--- src/odb_map.vh ---
// register offsets, field positions, reset values and fixed codes
`ifndef ODB_MAP_VH
`define ODB_MAP_VH
`define ODB_ADDR_STATUS     8'h10
`define ODB_ADDR_CONFIG     8'h11
`define ODB_ADDR_DBCOUNT    8'h12
`define ODB_ADDR_BFZLOCK    8'h13
`define ODB_ADDR_THSHYS     8'h14
`define ODB_CFG_DBMODE_BIT  7
`define ODB_CFG_ENABLE_BIT  6
`define ODB_CFG_RESET       8'h80
`define ODB_DBCOUNT_RESET   8'h00
`define ODB_BFZLOCK_VALUE   8'h44
`define ODB_THSHYS_VALUE    8'h84
`define ODB_TRIP_TO_PORT    7'h3B
`define ODB_TRIP_TO_LAND    7'h1F
`define ODB_ANGLE_A_DEG       7'h1D
`define ODB_BACKFRONT_DEG   7'h4B
`define ODB_OVERG_COUNTS    10'h140
`define ODB_MODE_NORMAL     2'h0
`define ODB_MODE_LNLP       2'h1
`define ODB_MODE_HIRES      2'h2
`define ODB_MODE_LP         2'h3
`define ODB_STEPUS_800      16'h04E2
`endif

--- src/odb_time_step.v ---
// counter weight per sample from output data rate and oversampling mode
`timescale 1ns/1ps
`include "odb_map.vh"
module odb_time_step (
	input  wire        clk_sys,
	input  wire        rst,
	input  wire [2:0]  outputDataRate,
	input  wire [1:0]  oversampleMode,
	output reg  [7:0]  stepIncr,
	output reg  [17:0] stepUs
);
	// output_data_rate codes 0..7: 800,400,200,100,50,12.5,6.25,1.56 Hz
	// sample period in units of the 800 Hz step, as a power of two
	function [3:0] periodLog;
		input [2:0] output_data_rate;
		begin
			case (output_data_rate)
			3'h0: periodLog = 4'h0;
			3'h1: periodLog = 4'h1;
			3'h2: periodLog = 4'h2;
			3'h3: periodLog = 4'h3;
			3'h4: periodLog = 4'h4;
			3'h5: periodLog = 4'h6;
			3'h6: periodLog = 4'h7;
			default: periodLog = 4'h9;
			endcase
		end
	endfunction

	reg [3:0] pLog;
	reg [3:0] sLog;
	reg [3:0] capLog;
	always @* begin
		pLog = periodLog(outputDataRate);
		case (oversampleMode)
		`ODB_MODE_NORMAL: capLog = 4'h4;
		`ODB_MODE_LNLP:   capLog = 4'h6;
		`ODB_MODE_HIRES:  capLog = 4'h1;
		default:          capLog = 4'h7;
		endcase
		// step follows the sample period up to the mode's cap
		sLog = (pLog > capLog) ? capLog : pLog;
	end

	always @(posedge clk_sys) begin
		if (rst) begin
			stepIncr <= 8'h01;
			stepUs   <= 18'h0_04E2;
		end else begin
			// a weight of 256 does not fit; saturating still commits
			// on one sample, since no count can exceed 8'hFF
			stepIncr <= ((pLog - sLog) > 4'h7) ? 8'hFF :
			            (8'h01 << (pLog - sLog));
			stepUs   <= {2'b00, `ODB_STEPUS_800} << sLog;
		end
	end
endmodule

--- src/odb_orientation_debounce_detector.v ---
// orientation detection with debounce and its register file
// Operation
// - detection runs only while the enable bit 6 is set; reset clears it
// - debounce mode 0: counter decrements per sample once condition drops
// - debounce mode 1 (reset value): counter clears once condition drops
// - writable 8-bit debounce count, reset zero; latency = count x step
// - any wake/sleep power-state change resets the debounce counter
// - step 1.25 ms at 800 Hz, 2.5 ms at 400 Hz; high-res stays 2.5 ms
// - lower rates follow sample period, capped 20/80/160 ms by mode
// - read-only back/front trip code 01 in bits 7:6, about 75 degrees
// - read-only Z-lock code 100 in bits 2:0, 29 degrees, used for lockout
// - read-only trip threshold code 1_0000 in bits 7:3, 45 degrees
// - read-only hysteresis code 100 in bits 2:0, plus/minus 14 degrees
// - landscape to portrait at 59 degrees, portrait to landscape at 31
// - change flag on first detection after active entry or any change
// - hold orientation while any axis magnitude exceeds 1.25g
// - code 00/01 portrait up/down, 10/11 landscape right/left; back=1
`timescale 1ns/1ps
`include "odb_map.vh"
module odb_orientation_debounce_detector (
	input  wire        clk_sys,
	input  wire        rst,
	input  wire [7:0]  regAddr,
	input  wire        regWrEn,
	input  wire [7:0]  regWrData,
	input  wire        regRdEn,
	output reg  [7:0]  regRdData,
	input  wire        sampleTick,
	input  wire [2:0]  outputDataRate,
	input  wire [1:0]  oversampleMode,
	input  wire        activeMode,
	input  wire        wakeState,
	input  wire [6:0]  portraitAngle,
	input  wire        portraitDown,
	input  wire        landscapeLeft,
	input  wire [6:0]  planeElevation,
	input  wire        zNegative,
	input  wire [9:0]  accelX,
	input  wire [9:0]  accelY,
	input  wire [9:0]  accelZ,
	output wire [1:0]  orientationCode,
	output wire        facingBit,
	output wire        tiltLockout,
	output wire        orientationChanged,
	output wire [17:0] stepMicros
);
	reg  [7:0] configReg_r;
	reg  [7:0] dbCount_r;
	reg  [7:0] dbCnt_r;
	reg  [7:0] dbCnt_nxt;
	reg  [1:0] orient_r;
	reg        facing_r;
	reg        lockout_r;
	reg        changed_r;
	reg        firstPend_r;
	reg        active_r;
	reg        wake_r;
	reg        wakeSeen_r;
	reg  [1:0] candOrient;
	reg        candFacing;
	reg        candLockout;
	reg        differs;
	reg        commit;
	reg  [8:0] sum;
	wire [7:0] stepIncr;
	wire       enabled;
	wire       dbClearMode;
	wire       overG;
	wire       statusRead;
	wire       powerFlip;
	wire       tickTaken;
	wire [7:0] statusWord;

	odb_time_step uStep (
		.clk_sys        (clk_sys),
		.rst            (rst),
		.outputDataRate (outputDataRate),
		.oversampleMode (oversampleMode),
		.stepIncr       (stepIncr),
		.stepUs         (stepMicros)
	);

	function [9:0] magOf;
		input [9:0] v;
		begin
			magOf = v[9] ? (~v + 10'h001) : v;
		end
	endfunction

	assign enabled     = configReg_r[`ODB_CFG_ENABLE_BIT];
	assign dbClearMode = configReg_r[`ODB_CFG_DBMODE_BIT];
	assign overG = (magOf(accelX) > `ODB_OVERG_COUNTS) ||
	               (magOf(accelY) > `ODB_OVERG_COUNTS) ||
	               (magOf(accelZ) > `ODB_OVERG_COUNTS);
	assign statusRead = regRdEn && (regAddr == `ODB_ADDR_STATUS);
	// the first look at the power pin after reset is not a change
	assign powerFlip  = wakeSeen_r && (wakeState != wake_r);
	// a sample that the detector actually evaluates
	assign tickTaken  = sampleTick && enabled && !overG && !powerFlip;
	assign statusWord = {changed_r, lockout_r, 3'b000, orient_r, facing_r};
	assign orientationCode    = orient_r;
	assign facingBit          = facing_r;
	assign tiltLockout        = lockout_r;
	assign orientationChanged = changed_r;

	// candidate state from the angle inputs with hysteresis on committed state
	always @* begin
		candLockout = planeElevation < `ODB_ANGLE_A_DEG;
		candFacing  = zNegative &&
		              (planeElevation < `ODB_BACKFRONT_DEG);
		candOrient  = orient_r;
		if (!candLockout) begin
			if (!orient_r[1]) begin
				if (portraitAngle <= `ODB_TRIP_TO_LAND)
					candOrient = {1'b1, landscapeLeft};
				else
					candOrient = {1'b0, portraitDown};
			end else begin
				if (portraitAngle >= `ODB_TRIP_TO_PORT)
					candOrient = {1'b0, portraitDown};
				else
					candOrient = {1'b1, landscapeLeft};
			end
		end
		differs = (candOrient != orient_r) || (candFacing != facing_r) ||
		          (candLockout != lockout_r);
	end

	// debounce counter; a sample may weigh several steps at slow rates
	always @* begin
		dbCnt_nxt = dbCnt_r;
		commit    = 1'b0;
		sum       = {1'b0, dbCnt_r} + {1'b0, stepIncr};
		if (powerFlip || !enabled) begin
			dbCnt_nxt = 8'h00;
		end else if (sampleTick && !overG) begin
			if (differs) begin
				dbCnt_nxt = sum[8] ? 8'hFF : sum[7:0];
				if ((sum[8] || sum[7:0] >= dbCount_r) || firstPend_r) begin
					commit    = 1'b1;
					dbCnt_nxt = 8'h00;
				end
			end else if (dbClearMode) begin
				dbCnt_nxt = 8'h00;
			end else if (dbCnt_r > stepIncr) begin
				dbCnt_nxt = dbCnt_r - stepIncr;
			end else begin
				dbCnt_nxt = 8'h00;
			end
		end
	end

	// host-visible configuration; unused config bits always read zero
	always @(posedge clk_sys) begin
		if (rst) begin
			configReg_r <= `ODB_CFG_RESET;
			dbCount_r   <= `ODB_DBCOUNT_RESET;
		end else begin
			if (regWrEn && regAddr == `ODB_ADDR_CONFIG)
				configReg_r <= regWrData & 8'hC0;
			if (regWrEn && regAddr == `ODB_ADDR_DBCOUNT)
				dbCount_r <= regWrData;
		end
	end

	// debounce counter, committed orientation and pin history
	always @(posedge clk_sys) begin
		if (rst) begin
			dbCnt_r    <= 8'h00;
			orient_r   <= 2'b00;
			facing_r   <= 1'b0;
			lockout_r  <= 1'b0;
			active_r   <= 1'b0;
			wake_r     <= 1'b0;
			wakeSeen_r <= 1'b0;
		end else begin
			active_r   <= activeMode;
			wake_r     <= wakeState;
			wakeSeen_r <= 1'b1;
			dbCnt_r    <= dbCnt_nxt;
			if (commit) begin
				orient_r  <= candOrient;
				facing_r  <= candFacing;
				lockout_r <= candLockout;
			end
		end
	end

	// change flag; a new event in the read cycle wins over the clear
	always @(posedge clk_sys) begin
		if (rst) begin
			changed_r   <= 1'b0;
			firstPend_r <= 1'b0;
		end else begin
			// first detection after entering active must raise the flag
			if (activeMode && !active_r)
				firstPend_r <= 1'b1;
			else if (tickTaken)
				firstPend_r <= 1'b0;
			if (commit || (firstPend_r && tickTaken))
				changed_r <= 1'b1;
			else if (statusRead)
				changed_r <= 1'b0;
		end
	end

	// read port; data is registered and holds until the next read
	always @(posedge clk_sys) begin
		if (rst) begin
			regRdData <= 8'h00;
		end else if (regRdEn) begin
			case (regAddr)
			`ODB_ADDR_STATUS:  regRdData <= statusWord;
			`ODB_ADDR_CONFIG:  regRdData <= configReg_r;
			`ODB_ADDR_DBCOUNT: regRdData <= dbCount_r;
			`ODB_ADDR_BFZLOCK:
				regRdData <= `ODB_BFZLOCK_VALUE;
			`ODB_ADDR_THSHYS:
				regRdData <= `ODB_THSHYS_VALUE;
			default:           regRdData <= 8'h00;
			endcase
		end
	end
endmodule

--- config.mk ---
export PLATFORM = sky130hd
export DESIGN_NAME = odb_orientation_debounce_detector
export DESIGN_NICKNAME = d
export VERILOG_FILES = /design/src/odb_time_step.v /design/src/odb_orientation_debounce_detector.v
export VERILOG_INCLUDE_DIRS = /design/src
export SDC_FILE = /design/constraint.sdc
export NUM_CORES = 1
export LEC_CHECK = 0
export BUFFER_PORTS_ARGS = -buffer_cell sky130_fd_sc_hd__buf_2
export CAP_MARGIN = 20
export CORE_AREA = 2 2 118 86
export CTS_CLUSTER_DIAMETER = 40
export CTS_CLUSTER_SIZE = 30
export DETAILED_ROUTE_END_ITERATION = 8
export DIE_AREA = 0 0 120 88
export PLACE_DENSITY = 0.71
export SLEW_MARGIN = 25
export SYNTH_ARGS = -nofsm -noshare
export SYNTH_HDL_FRONTEND = slang
export SYNTH_SLANG_ARGS = --single-unit
--- constraint.sdc ---
create_clock -name clk_sys -period 3.5 [get_ports clk_sys]
set_input_delay 0.7 -clock clk_sys [delete_from_list [all_inputs] [get_ports clk_sys]]
set_output_delay 0.7 -clock clk_sys [all_outputs]
set_load 0.02 [all_outputs]
# Word level (Yosys, flattened, before mapping)
# Cells that the tools add are included.
[totals] register_bits=61 in_bits=75 elab_cells=109
[classes] add_sub_neg=6 order_cmp=11 n_eq_ne=17 n_shift=2 mux=26 bitwise_logic=3 n_reduce_logical=29
[op_table] operator="$mux 8" count=6
[op_table] operator="$eq 8x5->1 const B" count=5
[op_table] operator="$pmux 8 s5" count=1
[op_table] operator="$add 10x1->10 const B" count=3
[op_table] operator="$gt 10x9->1 const B" count=3
[op_table] operator="$mux 10" count=3
[op_table] operator="$not 10->10" count=3
[op_table] operator="$pmux 4 s7" count=1
[op_table] operator="$shl 11x4->18 const A" count=1
[op_table] operator="$logic_and 1x1->1" count=11
[op_table] operator="$add 8x8->9" count=1
[op_table] operator="$eq 3x3->1 const B" count=3
[op_table] operator="$mux 1" count=9
[op_table] operator="$pmux 3 s3" count=1
[op_table] operator="$ge 8x8->1" count=1
[op_table] operator="$gt 8x8->1" count=1
[op_table] operator="$logic_or 1x1->1" count=8
[op_table] operator="$mux 2" count=4
[op_table] operator="$shl 1x4->8 const A" count=1
[op_table] operator="$sub 8x8->8" count=1
[op_table] operator="$ge 7x6->1 const B" count=1
[op_table] operator="$le 7x5->1 const B" count=1
[op_table] operator="$lt 7x5->1 const B" count=1
[op_table] operator="$lt 7x7->1 const B" count=1
[op_table] operator="other kinds (15)" count=23

# Depth between registers and ports, before layout
[depth] word_depth=12 mapped_depth=17 depth_no_buf=17

# Cells and area by module
# A second synthesis with hierarchy kept.
[unflattened] hier_cells=524 hier_area_um2=4281.6
[modules_own_cells] mod="odb_orientation_debounce_detector" n_inst=1 cells_each=400 area_per_inst_um2=3113.0 seq_area_each_um2=700.7
[modules_own_cells] mod="odb_time_step" n_inst=1 cells_each=124 area_per_inst_um2=1168.6 seq_area_each_um2=500.5

# Least setup slack after synthesis
# No wires, ideal clock.
[synth_path] path_kind="input -> register" startpoint="input port outputDataRate[0]" endpoint="register uStep.stepIncr[0]" setup_ns=0.140 arrival_time_ns=3.596 setup_slack_ns=-0.236 cell_stages=14 n_path_buf=0 path_cell_list="nand2_1 xnor2_1 ha_1 nor2b_1 o21ai_0 a32oi_1 nor2b_1 mux2i_1 inv_1 ha_1 a21o_1 a21oi_1 xor2_1 nand3_1"
[synth_between] elab_chain_cells=7
[synth_rtl] item="from (decl)" line_no="odb_orientation_debounce_detector.v:29" text="input wire [2:0] outputDataRate,"
[synth_rtl] item="$eq 3x3->1 (tied with other cells)" line_no="odb_time_step.v:17" text="case (output_data_rate)"
[synth_rtl] item="$pmux 4 s7 *" line_no="odb_time_step.v:17"
[synth_rtl] item="$gt 4x3->1" line_no="odb_time_step.v:42" text="sLog = (pLog > capLog) ? capLog : pLog;"
[synth_rtl] item="$mux 4" line_no="odb_time_step.v:42"
[synth_rtl] item="$sub 4x4->4 *" line_no="odb_time_step.v:52, odb_time_step.v:53"
[synth_rtl] item="$gt 4x3->1" line_no="odb_time_step.v:52" text="stepIncr <= ((pLog - sLog) > 4'h7) ? 8'hFF :"
[synth_rtl] item="$reduce_or 2->1 (no source line)"
[synth_rtl] item="to (signal assigned)" line_no="odb_time_step.v:52"
[synth_rtl] item="to (decl)" line_no="odb_time_step.v:9" text="output reg [7:0] stepIncr,"
# Every way passes the cells marked *; elsewhere a longest branch is shown, timed or not.
# A chain may end at the register's enable or synchronous reset.

# Final worst setup path
[layout_path] startpoint="register dbCnt_r[0]" endpoint="register dbCnt_r[1]"
[layout_between] elab_chain_cells=6
[layout_rtl] item="from (decl)" line_no="odb_orientation_debounce_detector.v:49" text="reg [7:0] dbCnt_r;"
[layout_rtl] item="from (signal assigned)" line_no="odb_orientation_debounce_detector.v:180" text="dbCnt_r <= dbCnt_nxt;"
[layout_rtl] item="$add 8x8->9" line_no="odb_orientation_debounce_detector.v:133" text="sum = {1'b0, dbCnt_r} + {1'b0, stepIncr};"
[layout_rtl] item="$ge 8x8->1" line_no="odb_orientation_debounce_detector.v:139" text="if ((sum[8] || sum[7:0] >= dbCount_r) || firstPend_r) begin"
[layout_rtl] item="$logic_or 1x1->1 (2 in series)" line_no="odb_orientation_debounce_detector.v:139"
[layout_rtl] item="$mux 8" line_no="odb_orientation_debounce_detector.v:139"
[layout_rtl] item="$mux 8 *" line_no="odb_orientation_debounce_detector.v:137" text="if (differs) begin"
# Marks and branches as above.

==> flow_metrics.py <==
metrics = {
    "yosys": {
        "synth_nets": 624,
        "synth_edf_count": 0,
        "yosysWarnings": 0,
        "synth_seq_area_share": 0.292,
        "synth_top_flop_cell": "dfxtp_1",
        "syn-instance-count": 508,
        "syn_avg_cell_area_um2": 8.10,
        "synth_area_um2": 4120,
        "ys_seq_elements": 60,
        "synth_cell_types": 62,
        "async_reset_ff_frac": 0,
    },
    "drt": {
        "via_per_inst": 5.39,
        "num_vias": 4071,
        "drcViolationCount": 0,
        "drt-total-wl_um": 10800,
        "antenna_left": 0,
        "first_iter_violations": 191,
        "dr.pass1.iters": 5,
        "routedWlPerCell_um": 14.3,
    },
    "sta": {
        "holdWs_ns": 0.462,
        "final.min_clock_period_ns": 3.32,
        "skew_ns": 0.00674,
        "fmax_ghz": 0.301,
        "setup_viol": 0,
        "relSlewSlack": 0.524,
        "fin_setup_tns_ns": 0,
        "drv_slew": 0,
        "hold_viol": 0,
        "rsz0062_at_grt": "true",
        "finalCritPeriodShare": 0.948,
        "worst_pin_slew_ns": 0.714,
    },
    "clocking": {
        "clock_latency_ns": 0.33,
        "cts_tree": "done",
        "cts_buffers": 9,
        "cts_root_buf": "clkbuf_16",
        "cts-hold-fix-buffers": 0,
        "cts_buffer_depth": 2,
        "clk_pin_slew_ns": 0.05,
        "clock-sinks": 60,
        "ctsHtreeMaxLevel": 3,
    },
    "power": {
        "p_leak_nw": 2.34,
        "power.density_nw_per_um2": 452,
        "p_total_mw": 2.38,
        "vdd_drop_max_mv": 0.290,
    },
    "critical_path": {
        "cp-end-kind": "flop",
        "required_ns": 3.76,
        "r2r-end": "dbCnt_r[1]$_SDFFE_PP0P_",
        "worstPathArrival_ns": 3.57,
        "reg2reg_from": "dbCnt_r[0]$_SDFFE_PP0P_",
        "cp_max_fo": 6,
        "cp-start-kind": "flop",
        "crit_start": "dbCnt_r[0]$_SDFFE_PP0P_",
        "reg2reg_slack_ns": 0.18,
        "crit_type": "reg2reg",
        "ff2ff_path_depth": 16,
    },
    "min_path": {
        "hold_path.class": "reg2reg",
        "hp-start": "regRdData[6]$_SDFFE_PP0P_",
        "min_path_cells": 2,
        "hold_end": "regRdData[6]$_SDFFE_PP0P_",
    },
    "final_layout": {
        "fin_nets": 738,
        "utilization": 0.559,
        "mostFrequentLayoutCells": "buf_2 (104), dfxtp_1 (57), nand2_1 (55)",
        "insertedDiodeCount": 0,
        "layout-drive-gt1-share": 0.271,
        "synthToLayoutAreaGrowth_pct": 27.9,
        "final_common_cell": "buf_2",
        "finish.instance_area_um2": 5270,
    },
    "floorplanning": {
        "core_area_um2": 9420,
        "die_x_um": 120,
        "die_h_um": 88,
        "dieArea_um2": 10600,
        "ioPinCount": 106,
        "rows": 30,
        "start_util": 0.437,
    },
    "global_route": {
        "track_usage": 0.210,
        "grt_pass1_vias": 3898,
        "grt_pass1_wl_um": 17800,
        "antenna_found_initial": 0,
        "grt_overflow": 0,
        "grt_max_degree": 40,
    },
    "placement": {
        "placed_area_um2": 4840,
        "port_buffers": 104,
        "gp_congestion": 0.935,
        "place_hpwl_um": 8500,
    },
    "run": {
        "max_cap_violations": 0,
    },
    "outcome": {
        "outcome": "complete, no violations",
    },
}
==> how the worst max path moves through the flow <==
stage          slack (ns)                         endpoint
3_5_place_dp        -0.20           facingBit$_SDFFE_PP0P_
6_report             0.18          dbCnt_r[1]$_SDFFE_PP0P_
4_1_cts              0.02          dbCnt_r[0]$_SDFFE_PP0P_
5_1_grt             -0.02  orientationCode[0]$_SDFFE_PP0P_
2_1_floorplan       0.001     uStep.stepIncr[0]$_SDFF_PP1_
3_3_place_gp         0.03     uStep.stepIncr[5]$_SDFF_PP0_
==> report_power, final <==
group / switching, mW / internal [mW]
registers: 0.0268 / 0.735
clock network: 0.326 / 0.552
logic: 0.419 / 0.321
==> cell type report <==
type,instances,area (um2)
tap,128,160
clock inverter,7,75.1
timing repair buffer,120,641
sequential,60,1200
fill,852,4160
multi-input combinational,387,2790
inverter,44,168
clock buffer,9,225
==> per-stage QoR <==
step | setup slack (ns) | std cells
CTS | 0.0168 | 755
finish | 0.182 | 755
floorplan | 0.00124 | 508
global route | -0.0214 | 755
global placement | 0.0307 | 735
detailed placement | -0.198 | 735
==> cells in the mapped netlist, types with 3 or more instances <==
| master | count | share of area |
|---|---|---|
| dfxtp_1 | 60 | 0.29 |
| nand2_1 | 55 | 0.050 |
| a21oi_1 | 46 | 0.056 |
| inv_1 | 43 | 0.039 |
| ha_1 | 38 | 0.12 |
| nor2_1 | 35 | 0.032 |
| o21ai_0 | 25 | 0.030 |
| nand3_1 | 17 | 0.021 |
| nor2b_1 | 16 | 0.024 |
| clkbuf_1 | 15 | 0.014 |
| xnor2_1 | 15 | 0.032 |
| xor2_1 | 11 | 0.023 |
| a21o_1 | 9 | 0.016 |
| nand2b_1 | 9 | 0.014 |
| mux2i_1 | 7 | 0.017 |
| and3_1 | 6 | 0.0091 |
| nand4_1 | 6 | 0.0091 |
| nor3_1 | 6 | 0.0073 |
| o211ai_1 | 6 | 0.011 |
| a31oi_1 | 5 | 0.0076 |
| nor4_1 | 5 | 0.0076 |
| o2111ai_1 | 4 | 0.0085 |
| o22ai_1 | 4 | 0.0061 |
| o41ai_1 | 4 | 0.0085 |
| a221oi_1 | 3 | 0.0064 |
| a22oi_1 | 3 | 0.0055 |
| fa_1 | 3 | 0.015 |
| o21a_1 | 3 | 0.0055 |
| or4_1 | 3 | 0.0055 |
==> kinds of logic (layout without fill, tap and decap cells) <==
family	count (synthesis)	in the layout	synth area share
AND/OR/NAND/NOR	176	176	0.224
AO/OA/AOI/OAI	135	135	0.219
buffers and inverters	61	180	0.0574
flip-flops	60	60	0.292
adder cells (fa/ha/maj)	41	41	0.130
XOR/XNOR	26	26	0.0553
multiplexers	8	8	0.0207
other	1	1	0.000911
==> worst max-delay path, stage by stage (launching register included) <==
cell       delay, ns
dfxtp_2         0.36
ha_2            0.20
fa_2            0.23
nand2b_1        0.10
a221oi_2        0.30
nor2_1          0.07
o21bai_1        0.22
xnor2_2         0.16
ha_1            0.28
a21o_1          0.19
a2111oi_4       0.30
o21a_1          0.26
nand3_2         0.11
inv_4           0.12
buf_4           0.11
a22oi_1         0.05
a21oi_1         0.18
==> state kept, by name, summed over array words and instances (netlist names) <==
name and count:
uStep.stepIncr 8, active_r 1, wakeSeen_r 1, wake_r 1
orientationCode 2, firstPend_r 1, tiltLockout 1, facingBit 1
dbCount_r 8, dbCnt_r 8, configReg_r 2, regRdData 8
orientationChanged 1, uStep.stepUs 17
==> timing repair <==
action,CTS,global route
pin swaps,5,12
endpoints found under the setup margin,13,21
endpoints found under the hold margin,0,0
gates resized for setup,5,19
setup buffers,4,0
==> routing by layer <==
| layer | GRT usage | share of wire |
|---|---|---|
| met1 | 0.267 | 0.46 |
| met2 | 0.335 | 0.43 |
| met3 | 0.0775 | 0.10 |
| met4 | 0.0642 | 0.012 |
| met5 | 0 | 0 |
Note: power is estimated with default switching activity, not from simulation.
